`src/common/dtr_map.vh`:
```
// Address map, reset values and limits of the decoder tone and run registers.
// Assumes it is included by bare name from the design files under hdl/.
`ifndef DTR_MAP_VH
`define DTR_MAP_VH

// ----------------------------------------------------------------------------
// Register byte offsets on the control register port.
// ----------------------------------------------------------------------------
`define DTR_ADDR_MEAN_RATE      8'h6A
`define DTR_ADDR_FW_VERSION     8'h71
`define DTR_ADDR_DECODE_GO      8'h72
`define DTR_ADDR_HI_CORNER_LO   8'h77
`define DTR_ADDR_HI_CORNER_HI   8'h78
`define DTR_ADDR_LO_CORNER_LO   8'h79
`define DTR_ADDR_LO_CORNER_HI   8'h7A
`define DTR_ADDR_HI_GAIN        8'h7B
`define DTR_ADDR_LO_GAIN        8'h7C
`define DTR_ADDR_HEADROOM       8'h7D

// ----------------------------------------------------------------------------
// Reset values, field positions and limits.
// ----------------------------------------------------------------------------
`define DTR_RST_BYTE            8'h00
`define DTR_RST_STEP            5'h00
`define DTR_RST_WORD            16'h0000
`define DTR_RUN_BIT             0
`define DTR_STEP_MSB            4
`define DTR_GAIN_POS_MAX        8'h0C
`define DTR_GAIN_NEG_MIN        8'hF4
`define DTR_SIGN_BIT            7

`endif

```
`src/hdl/dtr_regs.v`:
```
// Tone control and run registers of the audio decoder, seen by the host
// through the chip's byte-wide control register port.
// Assumes the serial control bus engine, the decoder core and the software
// reset all run on clk_i, so no input needs a synchroniser.
//
// Notes on behaviour
// - Read-only stream bitrate byte, 1 kbit/s units.
// - Firmware version readable at 0x71 after boot.
// - Writing run bit starts decoding; resets clear.
// - Treble corner: 16-bit Hz, high:low bytes.
// - Bass corner: 16-bit Hz, high:low bytes.
// - Treble gain signed, 1.5 dB per unit.
// - Bass gain signed, 1.5 dB per unit.
// - Gains limited to plus or minus 18 dB.
// - Headroom byte attenuates 1.5 dB per unit.
// - Both resets clear all these registers.
`timescale 1ns/1ps
`include "dtr_map.vh"

module dtr_regs (
    input  wire        clk_i,
    input  wire        rstn_i,
    input  wire        soft_rst_i,
    input  wire [7:0]  reg_addr_i,
    input  wire        reg_wr_i,
    input  wire [7:0]  reg_wdata_i,
    input  wire        reg_rd_i,
    output wire [7:0]  reg_rdata_o,
    output wire        reg_hit_o,
    input  wire        rate_upd_i,
    input  wire [7:0]  rate_kbps_i,
    input  wire        boot_done_i,
    input  wire [7:0]  fw_code_i,
    output wire        decode_run_o,
    output wire [15:0] treble_corner_o,
    output wire [15:0] bass_corner_o,
    output wire [4:0]  treble_step_o,
    output wire [4:0]  bass_step_o,
    output wire [4:0]  headroom_step_o
);

    // ------------------------------------------------------------------------
    // Storage.
    // ------------------------------------------------------------------------
    reg  [7:0] mean_rate_reg;               // Average stream rate, kbit/s.
    reg  [7:0] fw_version_reg;              // Version caught at boot end.
    reg        decode_go_reg;               // Run flag.
    reg  [7:0] hi_corner_lo_reg;            // Treble corner, low byte.
    reg  [7:0] hi_corner_hi_reg;            // Treble corner, high byte.
    reg  [7:0] lo_corner_lo_reg;            // Bass corner, low byte.
    reg  [7:0] lo_corner_hi_reg;            // Bass corner, high byte.
    reg  [7:0] hi_gain_reg;                 // Treble gain code as written.
    reg  [7:0] lo_gain_reg;                 // Bass gain code as written.
    reg  [7:0] headroom_reg;                // Headroom code as written.
    reg  [7:0] rdata_reg;                   // Read data to the port.
    reg  [7:0] rdata_next;                  // Read multiplexer output.
    reg        hit_next;                    // Address is a mapped register.
    wire       clr;                         // Either reset.

    assign clr = !rstn_i || soft_rst_i;

    // ------------------------------------------------------------------------
    // Core-fed read-only registers.
    // ------------------------------------------------------------------------

    // The bitrate byte is loaded by the decoder core only; host writes to it
    // are dropped because the register is read-only.
    always @(posedge clk_i) begin
        if (clr) begin
            mean_rate_reg <= `DTR_RST_BYTE;
        end else if (rate_upd_i) begin
            mean_rate_reg <= rate_kbps_i;
        end
    end

    // The version code is caught when boot finishes; until then, and after
    // any reset, the location reads zero, which is a reboot in progress.
    always @(posedge clk_i) begin
        if (clr) begin
            fw_version_reg <= `DTR_RST_BYTE;
        end else if (boot_done_i) begin
            fw_version_reg <= fw_code_i;
        end
    end

    // ------------------------------------------------------------------------
    // Host-written registers.
    // ------------------------------------------------------------------------

    // Every writable byte is updated on the cycle of its write strobe. Reset
    // wins over a write in the same cycle.
    always @(posedge clk_i) begin
        if (clr) begin
            decode_go_reg    <= 1'b0;
            hi_corner_lo_reg <= `DTR_RST_BYTE;
            hi_corner_hi_reg <= `DTR_RST_BYTE;
            lo_corner_lo_reg <= `DTR_RST_BYTE;
            lo_corner_hi_reg <= `DTR_RST_BYTE;
            hi_gain_reg      <= `DTR_RST_BYTE;
            lo_gain_reg      <= `DTR_RST_BYTE;
            headroom_reg     <= `DTR_RST_BYTE;
        end else if (reg_wr_i) begin
            case (reg_addr_i)
                `DTR_ADDR_DECODE_GO: begin
                    // Only bit 0 is kept; the rest of the byte is ignored.
                    decode_go_reg <= reg_wdata_i[`DTR_RUN_BIT];
                end
                `DTR_ADDR_HI_CORNER_LO: begin
                    hi_corner_lo_reg <= reg_wdata_i;
                end
                `DTR_ADDR_HI_CORNER_HI: begin
                    hi_corner_hi_reg <= reg_wdata_i;
                end
                `DTR_ADDR_LO_CORNER_LO: begin
                    lo_corner_lo_reg <= reg_wdata_i;
                end
                `DTR_ADDR_LO_CORNER_HI: begin
                    lo_corner_hi_reg <= reg_wdata_i;
                end
                `DTR_ADDR_HI_GAIN: begin
                    hi_gain_reg <= reg_wdata_i;
                end
                `DTR_ADDR_LO_GAIN: begin
                    lo_gain_reg <= reg_wdata_i;
                end
                `DTR_ADDR_HEADROOM: begin
                    headroom_reg <= reg_wdata_i;
                end
                default: begin
                    // Read-only and unmapped offsets ignore writes.
                    decode_go_reg <= decode_go_reg;
                end
            endcase
        end
    end

    // ------------------------------------------------------------------------
    // Read path.
    // ------------------------------------------------------------------------

    // Gain bytes read back exactly as written so the host can verify its own
    // programming; the clamp acts only on what the filter is given.
    always @* begin
        rdata_next = `DTR_RST_BYTE;
        hit_next   = 1'b1;
        case (reg_addr_i)
            `DTR_ADDR_MEAN_RATE: begin
                rdata_next = mean_rate_reg;
            end
            `DTR_ADDR_FW_VERSION: begin
                rdata_next = fw_version_reg;
            end
            `DTR_ADDR_DECODE_GO: begin
                rdata_next[`DTR_RUN_BIT] = decode_go_reg;
            end
            `DTR_ADDR_HI_CORNER_LO: begin
                rdata_next = hi_corner_lo_reg;
            end
            `DTR_ADDR_HI_CORNER_HI: begin
                rdata_next = hi_corner_hi_reg;
            end
            `DTR_ADDR_LO_CORNER_LO: begin
                rdata_next = lo_corner_lo_reg;
            end
            `DTR_ADDR_LO_CORNER_HI: begin
                rdata_next = lo_corner_hi_reg;
            end
            `DTR_ADDR_HI_GAIN: begin
                rdata_next = hi_gain_reg;
            end
            `DTR_ADDR_LO_GAIN: begin
                rdata_next = lo_gain_reg;
            end
            `DTR_ADDR_HEADROOM: begin
                rdata_next = headroom_reg;
            end
            default: begin
                // Unmapped offsets read as zero and flag no hit.
                hit_next = 1'b0;
            end
        endcase
    end

    // Read data is captured on the read strobe and held until the next read,
    // so the serial engine may shift it out at its own pace.
    always @(posedge clk_i) begin
        if (!rstn_i) begin
            rdata_reg <= `DTR_RST_BYTE;
        end else if (reg_rd_i) begin
            rdata_reg <= rdata_next;
        end
    end

    assign reg_rdata_o = rdata_reg;
    assign reg_hit_o   = hit_next;

    // ------------------------------------------------------------------------
    // Settings handed to the decoder and tone filter.
    // ------------------------------------------------------------------------

    // Corner bytes join high over low into one frequency word in hertz.
    assign treble_corner_o = {hi_corner_hi_reg, hi_corner_lo_reg};
    assign bass_corner_o   = {lo_corner_hi_reg, lo_corner_lo_reg};
    assign decode_run_o    = decode_go_reg;

    // Treble gain: signed steps of 1.5 dB, clamped to twelve steps each way.
    dtr_gain_sat #(
        .SIGNED_CODE (1)
    ) u_treble_sat (
        .clk_i      (clk_i),
        .rstn_i     (rstn_i),
        .soft_rst_i (soft_rst_i),
        .code_i     (hi_gain_reg),
        .step_o     (treble_step_o)
    );

    // Bass gain: same law as treble.
    dtr_gain_sat #(
        .SIGNED_CODE (1)
    ) u_bass_sat (
        .clk_i      (clk_i),
        .rstn_i     (rstn_i),
        .soft_rst_i (soft_rst_i),
        .code_i     (lo_gain_reg),
        .step_o     (bass_step_o)
    );

    // Headroom: unsigned steps of 1.5 dB cut, limited at twelve (18 dB).
    dtr_gain_sat #(
        .SIGNED_CODE (0)
    ) u_headroom_sat (
        .clk_i      (clk_i),
        .rstn_i     (rstn_i),
        .soft_rst_i (soft_rst_i),
        .code_i     (headroom_reg),
        .step_o     (headroom_step_o)
    );

endmodule

```
`src/hdl/dtr_gain_sat.v`:
```
// Clamps one tone gain or headroom code to the allowed step range and holds
// the clamped step count in a flip-flop.
// Assumes both resets come from logic on clk_i, already synchronous.
`timescale 1ns/1ps
`include "dtr_map.vh"

module dtr_gain_sat #(
    parameter SIGNED_CODE = 1               // 1: two's complement, 0: unsigned.
) (
    input  wire       clk_i,
    input  wire       rstn_i,
    input  wire       soft_rst_i,
    input  wire [7:0] code_i,
    output wire [4:0] step_o
);

    // ------------------------------------------------------------------------
    // Clamp logic.
    // ------------------------------------------------------------------------
    reg  [4:0] step_reg;                    // Applied step count.
    reg  [4:0] step_next;                   // Clamped value of the code.
    wire [7:0] pos_limit;                   // Largest boost code.
    wire [7:0] neg_limit;                   // Deepest cut code.

    // The limits stay a full byte wide so they compare against the code
    // without padding; only their low five bits become a step count.
    assign pos_limit = `DTR_GAIN_POS_MAX;
    assign neg_limit = `DTR_GAIN_NEG_MIN;

    // Codes beyond twelve steps are pulled to the limit, never wrapped, so a
    // careless write cannot turn a large boost into a deep cut.
    always @* begin
        // The low five bits of an in-range code are its step count.
        step_next = code_i[`DTR_STEP_MSB:0];
        if (SIGNED_CODE != 0 && code_i[`DTR_SIGN_BIT]) begin
            // Negative code: cut, limited at minus twelve steps.
            if (code_i < neg_limit) begin
                step_next = neg_limit[`DTR_STEP_MSB:0];
            end
        end else begin
            // Positive or unsigned code: limited at twelve steps.
            if (code_i > pos_limit) begin
                step_next = pos_limit[`DTR_STEP_MSB:0];
            end
        end
    end

    // The step register follows the code one cycle later; both resets clear.
    always @(posedge clk_i) begin
        if (!rstn_i || soft_rst_i) begin
            step_reg <= `DTR_RST_STEP;
        end else begin
            step_reg <= step_next;
        end
    end

    assign step_o = step_reg;

endmodule

```
`config.mk`:
```
export PLATFORM = sky130hd
export DESIGN_NAME = dtr_regs
export DESIGN_NICKNAME = d
export VERILOG_FILES = /design/src/hdl/dtr_regs.v /design/src/hdl/dtr_gain_sat.v
export VERILOG_INCLUDE_DIRS = /design/src /design/src/common
export SDC_FILE = /design/constraint.sdc
export NUM_CORES = 1
export LEC_CHECK = 0
export BUFFER_PORTS_ARGS = -buffer_cell sky130_fd_sc_hd__buf_2
export CORE_MARGIN = 4
export CORE_UTILIZATION = 34
export CTS_BUF_LIST = sky130_fd_sc_hd__clkbuf_16
export CTS_CLUSTER_DIAMETER = 80
export DETAILED_ROUTE_END_ITERATION = 8
export SLEW_MARGIN = 20
export SYNTH_ARGS = -nofsm -noshare
export SYNTH_HDL_FRONTEND = slang
export SYNTH_SLANG_ARGS = --single-unit
```
`constraint.sdc`:
```
create_clock -name clk_i -period 1.6 [get_ports clk_i]
set_clock_uncertainty 0.15 [all_clocks]
set_input_delay 0 -clock clk_i [delete_from_list [all_inputs] [get_ports clk_i]]
set_output_delay 0 -clock clk_i [all_outputs]
set_load 0.02 [all_outputs]
```
# == Yosys cells after proc, flatten, opt, wreduce, memory -nomap -nowiden ==
# Index checks and enable logic that the tools add are counted.
# W data, S select, Z words.
# totals
word_cells,52
out_inout_bits,57
ff_bits,96
input_bits,39
# classes
eq_ne,10
mux,10
reduce_logical,12
magnitude_cmp,5
# op_table
cell,count
$eq A8 B7 Y1 const B,10
$pmux W7 S9,1
$mux W5,6
$gt A8 B4 Y1 const B,3
$lt A8 B8 Y1 const B,2
$reduce_and A2 Y1,8
$pmux W1 S10,1
$reduce_or A10 Y1,1
$mux W4,1
$reduce_or A2 Y1,1
$logic_not A1 Y1,1
$logic_or A1 B1 Y1,1
$mux W1,1

# == Logic depth before layout (Yosys ltp) ==
# Gate-level depths: netlist (run 1).
# depth
ltp_word,3
mapped_depth,6
mapped_depth_nobuf,4

# == Cells and area by module ==
# From an unflattened synthesis (run 1), not the netlist that was laid out.
# hier_totals
cells_unflattened,442
hier_area_um2,4380.5
# modules_own_cells
module,n_inst,seq_area_each_um2,area_each_um2,cells_each
dtr_regs,1,1621.6,3761.1,378
dtr_gain_sat at u_bass_sat ...,2,100.1,219.0,24
dtr_gain_sat at u_headroom_sat,1,100.1,181.4,16

# == Least setup slack after synthesis (run 1) ==
# OpenSTA, ideal clock, no wires.
# synth_path
path_type,reg-to-reg
start,register lo_gain_reg[7]
end,"register u_bass_sat.step_reg[1], in the netlist u_bass_sat.step_o[1]"
required_ns,1.391
path_buffers,0
arrival_ns,1.220
stages_incl_launch_ff,5
synth_period_minus_slack_ns,1.428
setup_time_ns,0.059
path_slack_ns,0.172
cell_sequence,dfxtp_1 -> or4_1 -> o21ai_1 -> o311a_1 -> and2_1
# synth_between
elab_chain_cells,3
word_cells_on_any_way,5
classes_between,2 x order compare; 3 x mux
# synth_rtl
element,line_no,source
from (decl),dtr_regs.v:53,reg [7:0] lo_gain_reg;
from (signal assigned),dtr_regs.v:100,lo_gain_reg <= `DTR_RST_BYTE;
from (signal assigned),dtr_regs.v:124,lo_gain_reg <= reg_wdata_i;
$gt A8 B4 Y1 / $lt A8 B8 Y1 (equally long branches),"dtr_gain_sat.v:42, dtr_gain_sat.v:37",
$mux W5 (on tied branches),"dtr_gain_sat.v:42, dtr_gain_sat.v:37",
$mux W5 *,dtr_gain_sat.v:35,if (SIGNED_CODE != 0 && code_i[`DTR_SIGN_BIT]) begin
to (signal assigned),dtr_gain_sat.v:51,step_reg <= `DTR_RST_STEP;
to (signal assigned),dtr_gain_sat.v:53,step_reg <= step_next;
to (decl),dtr_gain_sat.v:20,reg [4:0] step_reg;
# Mark *: on every way between the ends. The rest lies on a longest branch, timed or not.
# A chain may end at the register's enable or synchronous reset.

# == Worst setup path after layout (run 1) ==
# layout_path
start,input reg_addr_i[7]
end,register headroom_reg[4]
# layout_between
elab_chain_cells,2
# layout_rtl
element,line_no,source
from (decl),dtr_regs.v:24,"input wire [7:0] reg_addr_i,"
$eq A8 B7 Y1,dtr_regs.v:103,case (reg_addr_i)
$reduce_and A2 Y1 (no source line),n/a,
to (signal assigned),dtr_regs.v:101,headroom_reg <= `DTR_RST_BYTE;
to (signal assigned),dtr_regs.v:127,headroom_reg <= reg_wdata_i;
to (decl),dtr_regs.v:54,reg [7:0] headroom_reg;
# No other way between the ends.

==> results of run 1 <==
## area by class of cell
| cell class | instances | share of cell area |
|---|---|---|
| multi-input cells | 334 | 0.389 |
| flip-flops and latches | 96 | 0.323 |
| repair buffers | 170 | 0.200 |
| clock buffers | 9 | 0.0378 |
| well taps | 172 | 0.0361 |
| clock inverters | 7 | 0.0128 |
| inverters | 3 | 0.00189 |
## synth_stat cells (3+ instances only)
cell type  number  share of area
a21oi_1        13          0.015
a221oi_1        7          0.014
a22o_1         14          0.028
a22oi_1         7          0.012
a31oi_1         8          0.011
and2_1         10          0.014
buf_2          10          0.011
buf_4           3         0.0051
clkbuf_1       21          0.018
dfxtp_1        96           0.44
inv_1           3         0.0026
mux2i_1        75           0.17
nand2_1        17          0.015
nand2b_1        3         0.0043
nand3_1        10          0.011
nand3b_1        4         0.0068
nand4_4         4          0.019
nor2_1         83          0.071
nor2b_1        13          0.019
nor3_1          4         0.0046
nor4b_1         6          0.012
o21ai_0        10          0.011
o31ai_1         8          0.014
or4_1           3         0.0051
## cell families after synthesis
family          synth area share
mux                        0.171
other cells             0.000854
buf+inv                   0.0370
simple gates               0.220
compound gates             0.133
flops                      0.438
## metrics by stage
stage | setup slack, ns | TNS (ns) | utilization
global placement | 0.0504 | 0 | 0.405
floorplan | 0.172 | 0 | -
finish | 0.0972 | 0 | 0.472
CTS | 0.0177 | 0 | 0.470
global route | 0.00969 | 0 | 0.472
detailed placement | -0.0109 | -0.0109 | 0.405
## worst min path at each step
stage / from / to / slack (ns) / cells after the start
finish: reg_addr_i[7] / reg_rdata_o[6] / 0.06 / 4
global route: reg_addr_i[7] / reg_rdata_o[6] / 0.11 / 4
CTS: reg_addr_i[7] / reg_rdata_o[6] / 0.04 / 4
detailed placement: fw_code_i[0] / fw_version_reg[0] / 0.1 / 3
global placement: fw_code_i[7] / fw_version_reg[7] / 0.09 / 3
floorplan: reg_wdata_i[1] / hi_corner_hi_reg[1] / -0.006 / 2
## worst max-delay path: stages
cell           delay [ns]
buf_2                0.10
and4b_1              0.28
buf_12               0.13
and3_4               0.20
buf_12               0.13
nand3_1              0.07
dlygate4sd3_1        0.58
a21oi_1              0.12
## per-layer routing
| metal | routed length (um) | track usage | up-vias |
|---|---|---|---|
| met5 | 0 | 0 | - |
| li1 | - | - | 1976 |
| met4 | 361 | 0.0784 | 0 |
| met2 | 6120 | 0.287 | 133 |
| met1 | 6160 | 0.262 | 1952 |
| met3 | 845 | 0.0348 | 24 |
## repair_timing
item / 4_1_cts / 5_1_grt
setup buffers: 0 / 3
setup endpoints to repair: 0 / 8
resized for setup: 0 / 2
hold buffers: 51 / 0
endpoints found under the hold margin: 85 / 0
## power groups by stage
stage | clock network (mW) | registers, mW | logic, mW
after global routing | 2.31 | 2.42 | 0.473
after floorplan | 0 | 2.47 | 0.198
after global placement | 0 | 2.47 | 0.336
final | 2.18 | 2.41 | 0.438
after CTS | 2.23 | 2.41 | 0.431
after detailed placement | 0 | 2.47 | 0.341
==> summary.txt, run 1 <==
status = finished clean
layout cells sized above 1 = 0.237
max cap viols = 0
Setup crit end kind = flop
DP HPWL = 9.83 mm
I/O Buffers = 95
multi-input logic area = 0.00231 mm^2
dpl cells = 721
final setup vio count = 0
Ports = 96
Area Overhead vs Synth = 35.6%
yosys warns = 0
initial antenna violation count = 0
Placeable Area = 0.0126 mm^2
Final Total Pwr = 5.03 mW
dpl cell area = 0.00512 mm^2
CTS tree = built
Yosys reg bits = 96
clock share of power = 0.433
Internal Power = 3.83 mW
WL per Instance = 17.0 um
global-route wire length before repair = 21.4 mm
H-tree levels = 3
crit start category = primary input
Pre-antenna DRT Iters = 5
async set or reset register ratio after synthesis = 0
NetSw = 1.20 mW
worst hold margin = 0.0589 ns
First DRT Iteration DRCs = 284
Reg2Reg Depth = 3
Die ar. = 0.0148 mm^2
Netlist cell types = 50
die height = 122 um
Gate power share = 0.087
CP startpoint = reg_addr_i[7]
Worst EP required = 1.73 ns
Clock Path Buffers = 2
residual DRC count = 0
worst r2r src = headroom_reg[7]
Reg2Reg Capture Point = u_headroom_sat.step_o[0]
Switching Share = 0.239
row count = 41
Sequential Area = 0.00192 mm^2
min Tclk post-route = 1.50 ns
Design Area, Final = 0.00596 mm^2
maximum vdd drop = 520 uV
synthesized cell area = 0.00439 mm^2
highest-count cells in the layout ignoring fill and taps = dfxtp_1, buf_2, nor2_1
Seq/Total Area, Yosys = 0.438
total CTS buffers = 9
Hold Crit Class = in -> reg
grt ovf = 0
gpl congestion = 0.899
commonest non-fill, non-tap cell in the layout = dfxtp_1
Root Driver = clkbuf_16
WL final = 13.5 mm
die width = 122 um
final-report max-slew violation count = 0
DRT antenna net count = 0
endpoints failing hold = 0
worst skew pair latency = 0.35 ns
via/cell ratio = 5.16
n_diodes = 0
critical path class = in -> reg
static leakage = 2.72 nW
Cell Count, Final, Fillers Out = 791
vias in the first global route = 3940
Mapped Cells = 467
Filler Cells Inserted = 1274
vias post-DR = 4085
RSZ-0062 raised after global routing = false
Synth Net Count = 506
Tot GR Track Use = 0.188
Mapped Avg Cell Area = 9.40 um^2
pwr/cell area = 845 mW/mm^2
flop2flop setup slack = 0.1 ns
initial core utilization = 0.348
Crit Path Max Fanout = 14
CP arrival = 1.63 ns
Clock transition at path regs = 0.07 ns
nets = 653
fmax = 0.665 GHz
crit share post-route = 0.939
Most used DFF post-synth = dfxtp_1
number of synthesized flops with an enable pin = 0
CP endpoint = headroom_reg[4]
clock sinks = 96
largest net degree at the start of global routing = 44
Reg power frac = 0.480
Power figures use the tool's default switching activity.
==> inputs of run 2 (changes only) <==
Settings changed: BUFFER_PORTS_ARGS -buffer_cell sky130_fd_sc_hd__buf_2 to -buffer_cell sky130_fd_sc_hd__buf_4.
==> run 2 against run 1 <==
Cell area grew 2.2%. Largest power group unchanged. Critical endpoint is now u_headroom_sat.step_o[0]. Utilization up 1.0 points. Largest cell class unchanged. Fmax shrank 0.44%. Clock power decreased by 13%. Highest routed layer unchanged.
==> summary.txt, run 2 (same netlist as run 1, synthesis figures left out) <==
largest net degree at the start of global routing = 42 (was 44)
endpoints failing hold = 0 (unchanged)
First DRT Iteration DRCs = 344 (was 284)
Sequential Area = 0.00192 mm^2 (unchanged)
global-route wire length before repair = 21.5 mm (was 21.4 mm)
Area Overhead vs Synth = 38.6% (was 35.6%)
Clock Path Buffers = 2 (unchanged)
initial antenna violation count = 0 (unchanged)
max cap viols = 0 (unchanged)
pwr/cell area = 786 mW/mm^2 (was 845 mW/mm^2)
CP Buf/Inv Count = 0 (was 4)
worst hold margin = 0.0198 ns (was 0.0589 ns)
row count = 41 (unchanged)
Util after Layout = 0.482 (was 0.472)
Die ar. = 0.0148 mm^2 (unchanged)
critical path's slowest cell = or4_1 (was dlygate4sd3_1)
H-tree levels = 3 (unchanged)
setup TNS = 0 ns (unchanged)
initial core utilization = 0.348 (unchanged)
CP startpoint = headroom_reg[7] (was reg_addr_i[7])
CP top delay family = simple AND/OR/NAND/NOR gates (was buffers and inverters)
Placeable Area = 0.0126 mm^2 (unchanged)
fmax = 0.662 GHz (was 0.665 GHz)
vias in the first global route = 3832 (was 3940)
Ports = 96 (unchanged)
critical path depth = 3 (was 8)
Final Total Pwr = 4.78 mW (was 5.03 mW)
Root Driver = clkbuf_16 (unchanged)
flop2flop setup slack = 0.09 ns (was 0.1 ns)
Clock transition at path regs = 0.06 ns (was 0.07 ns)
gpl congestion = 0.868 (was 0.899)
Resized cells post-CTS = 0 (unchanged)
DRT antenna net count = 0 (unchanged)
length of routed wiring on met1 = 6.25 mm (was 6.16 mm)
RSZ-0062 raised after global routing = false (unchanged)
Hold Crit Class = in -> reg (unchanged)
hold buffers post-CTS = 44 (was 51)
final setup vio count = 0 (unchanged)
min Tclk post-route = 1.51 ns (was 1.50 ns)
Filler Cells Inserted = 1236 (was 1274)
WL final = 13.8 mm (was 13.5 mm)
CP arrival = 1.65 ns (was 1.63 ns)
layout cells sized above 1 = 0.237 (about the same)
Crit Path Max Fanout = 3 (was 14)
Worst EP required = 1.74 ns (was 1.73 ns)
WL met2 = 6.51 mm (was 6.12 mm)
I/O Buffers = 95 (unchanged)
residual DRC count = 0 (unchanged)
CTS tree = built (unchanged)
worst skew pair latency = 0.34 ns (was 0.35 ns)
Reg2Reg Depth = 3 (unchanged)
critical path class = reg -> reg (was in -> reg)
crit-path max cell delay = 0.58 ns (about the same)
crit start category = flop (was primary input)
die width = 122 um (unchanged)
worst r2r src = headroom_reg[7] (unchanged)
total CTS buffers = 9 (unchanged)
Setup crit end kind = flop (unchanged)
n_diodes = 0 (unchanged)
status = finished clean (unchanged)
final-report max-slew violation count = 0 (unchanged)
via/cell ratio = 5.13 (was 5.16)
WL per Instance = 17.6 um (was 17.0 um)
vias post-DR = 4029 (was 4085)
multi-input logic area = 0.00231 mm^2 (about the same)
clock sinks = 96 (unchanged)
Pre-antenna DRT Iters = 5 (unchanged)
DP HPWL = 10.1 mm (was 9.83 mm)
routed length on met3 = 824 um (was 845 um)
maximum vdd drop = 367 uV (was 520 uV)
Setup Buffers After CTS = 0 (unchanged)
die height = 122 um (unchanged)
static leakage = 2.73 nW (was 2.72 nW)
highest-count cells in the layout ignoring fill and taps = buf_4, dfxtp_1, nor2_1 (was dfxtp_1, buf_2, nor2_1)
nets = 648 (was 653)
CP endpoint = u_headroom_sat.step_o[0] (was headroom_reg[4])
Reg2Reg Capture Point = u_headroom_sat.step_o[0] (unchanged)
Tot GR Track Use = 0.190 (was 0.188)
grt ovf = 0 (unchanged)
Top Metal Used = met4 (unchanged)
crit share post-route = 0.943 (was 0.939)
commonest non-fill, non-tap cell in the layout = buf_4 (was dfxtp_1)
CP cell instances = or4_1, a211oi_1, and2_1 (was buf_2, and4b_1, buf_12, and3_4, buf_12, nand3_1, dlygate4sd3_1, a21oi_1)
## run 2: metrics by stage
stage               worst slack (ns)  cells  area [um^2]
floorplan                      0.172    467         4390
detailed placement            0.0618    726         5390
CTS                           0.0808    785         6090
global route                  0.0328    785         6090
finish                        0.0905    785         6090
global placement              0.0847    726         5390
## run 2: final cells by class
type / instances / area share
Clock buffer: 9 / 0.0370
Clock inverter: 6 / 0.00473
Inverter: 3 / 0.00185
Multi-Input combinational cell: 334 / 0.380
Sequential cell: 96 / 0.316
Tap cell: 172 / 0.0354
Timing Repair Buffer: 165 / 0.226
## run 2: where the power goes
group          total [mW]  internal, mW  leakage [nW]  switching (mW)
Clock                1.89          1.02         0.127           0.871
Combinational       0.475         0.232          1.83           0.242
Sequential           2.42          2.41         0.775          0.0116
## run 2: tightest hold or removal path: stages
cell and delay (ns):
buf_4 0.22, o31a_1 0.17, a31oi_1 0.07
## run 2: metal layers
layer / up-vias / track usage
li1: 1968 / -
met1: 1916 / 0.265
met2: 124 / 0.295
met3: 21 / 0.0422
met4: 0 / 0.0560
met5: - / 0
## run 2: worst min path at each step
| stage | start | to | slack [ns] | depth (start not counted) |
|---|---|---|---|---|
| final | reg_addr_i[1] | reg_rdata_o[0] | 0.02 | 3 |
| after global routing | reg_addr_i[1] | reg_rdata_o[0] | 0.04 | 3 |
| after CTS | reg_addr_i[1] | reg_rdata_o[0] | 0.009 | 3 |
| after detailed placement | fw_code_i[4] | fw_version_reg[4] | 0.09 | 3 |
| after global placement | fw_code_i[7] | fw_version_reg[7] | 0.08 | 3 |
| after floorplan | reg_wdata_i[1] | hi_corner_hi_reg[1] | -0.006 | 2 |
==> inputs of run 3 (changes only) <==
Settings changed: RECOVER_POWER set to 100.
==> run 3 against run 2 <==
First-iteration DRC count is 4.4% lower. Total power down 0.32%. Highest routed layer unchanged. Final cell count unchanged. Wire length about the same. Clock power is essentially flat. Critical endpoint unchanged. Die area unchanged. Fmax down 0.32%.
==> summary.txt, run 3 (same netlist as run 1, synthesis figures left out) <==
status = finished clean (unchanged)
CP cell instances = or4_1, a211oi_1, and2_0 (was or4_1, a211oi_1, and2_1)
min Tclk post-route = 1.51 ns (about the same)
Tot GR Track Use = 0.190 (unchanged)
final-report max-slew violation count = 0 (unchanged)
layout cells sized above 1 = 0.142 (was 0.237)
Resized cells post-CTS = 0 (unchanged)
dpl cells = 726 (unchanged)
max cap viols = 0 (unchanged)
row count = 41 (unchanged)
nets = 648 (unchanged)
WL final = 13.8 mm (about the same)
total CTS buffers = 9 (unchanged)
Worst EP required = 1.74 ns (about the same)
crit-path max cell delay = 0.58 ns (about the same)
Die ar. = 0.0148 mm^2 (unchanged)
critical path depth = 3 (unchanged)
WL per Instance = 17.6 um (about the same)
pwr/cell area = 819 mW/mm^2 (was 786 mW/mm^2)
worst-margin pin slew = 0.508 ns
Crit Path Max Fanout = 3 (unchanged)
Cell Count, Final, Fillers Out = 785 (unchanged)
Reg2Reg Depth = 3 (unchanged)
Setup crit end kind = flop (unchanged)
critical path class = reg -> reg (unchanged)
n_diodes = 0 (unchanged)
initial core utilization = 0.348 (unchanged)
Root Driver = clkbuf_16 (unchanged)
via/cell ratio = 5.14 (was 5.13)
H-tree levels = 3 (unchanged)
vias post-DR = 4031 (was 4029)
static leakage = 2.49 nW (was 2.73 nW)
DP HPWL = 10.1 mm (unchanged)
worst skew pair latency = 0.34 ns (about the same)
maximum vdd drop = 366 uV (was 367 uV)
worst rel slew slack = 0.660
Placeable Area = 0.0126 mm^2 (unchanged)
highest-count cells in the layout ignoring fill and taps = dfxtp_1, nor2_1, mux2i_1 (was buf_4, dfxtp_1, nor2_1)
endpoints failing hold = 0 (unchanged)
critical path's slowest cell = or4_1 (unchanged)
grt ovf = 0 (unchanged)
Clock transition at path regs = 0.06 ns (about the same)
Hold Crit Class = in -> reg (unchanged)
Clock Path Buffers = 2 (unchanged)
CP top delay family = simple AND/OR/NAND/NOR gates (unchanged)
vias in the first global route = 3832 (unchanged)
hold depth = 5 (was 3)
Design Area, Final = 0.00583 mm^2 (was 0.00609 mm^2)
RSZ-0062 raised after global routing = false (unchanged)
final setup vio count = 0 (unchanged)
First DRT Iteration DRCs = 329 (was 344)
clock sinks = 96 (unchanged)
I/O Buffers = 95 (unchanged)
die width = 122 um (unchanged)
setup TNS = 0 ns (unchanged)
commonest non-fill, non-tap cell in the layout = dfxtp_1 (was buf_4)
DRT antenna net count = 0 (unchanged)
crit start category = flop (unchanged)
residual DRC count = 0 (unchanged)
fmax = 0.660 GHz (was 0.662 GHz)
Area Overhead vs Synth = 32.7% (was 38.6%)
dpl cell area = 0.00539 mm^2 (unchanged)
gpl congestion = 0.868 (unchanged)
worst hold margin = 0.0254 ns (was 0.0198 ns)
die height = 122 um (unchanged)
CTS tree = built (unchanged)
Ports = 96 (unchanged)
largest net degree at the start of global routing = 42 (unchanged)
Pre-antenna DRT Iters = 5 (unchanged)
crit share post-route = 0.946 (was 0.943)
CP arrival = 1.65 ns (about the same)
CP Buf/Inv Count = 0 (unchanged)
global-route wire length before repair = 21.5 mm (unchanged)
initial antenna violation count = 0 (unchanged)
run 3: routing by layer:
metal / wire length [um] / global-route usage
met1: 6370 / 0.265
met2: 6380 / 0.295
met3: 828 / 0.0422
met4: 266 / 0.0560
met5: 0 / 0
run 3: final timing paths:
kind / from / to / slack, ns
max: headroom_reg[7] / u_headroom_sat.step_o[0] / 0.09
min: reg_addr_i[2] / decode_run_o / 0.03
max reg2reg: headroom_reg[7] / u_headroom_sat.step_o[0] / 0.09
min reg2reg: headroom_reg[7] / headroom_reg[7] / 0.32
run 3: cell type report:
| class | count | area (um^2) |
|---|---|---|
| clock buffers | 9 | 225 |
| flip-flops and latches | 96 | 1920 |
| fillers | 1302 | 6790 |
| clock inverters | 6 | 28.8 |
| well taps | 172 | 215 |
| multi-input cells | 334 | 2270 |
| inverters | 3 | 11.3 |
| repair buffers | 165 | 1150 |
run 3: timing repair:
action                    CTS  global route
hold endpoints to repair   85             0
hold buffers               44             0
setup buffers               0             0
run 3: per-stage QoR:
step                      utilization  power [mW]  setup WS (ns)
final                           0.462        4.77         0.0857
after global routing            0.462        4.97         0.0223
after CTS                       0.482        4.82         0.0808
after detailed placement        0.427        2.85         0.0618
after global placement          0.427        2.84         0.0847
after floorplan                     -        2.67          0.172
run 3: worst register-to-register path, delay by kind of cell, from the launching register on:
kind | cells | cell delay, ns
and+or+nand+nor | 2 | 0.74
AOI/OAI and AO/OA | 1 | 0.25
DFF | 1 | 0.32
run 3: power by group:
part	internal [mW]	total (mW)	switching, mW	leakage (nW)
Sequential	2.41	2.42	0.0116	0.775
Combinational	0.227	0.463	0.236	1.59
Clock	1.02	1.89	0.868	0.127
Total	3.65	4.77	1.11	2.49
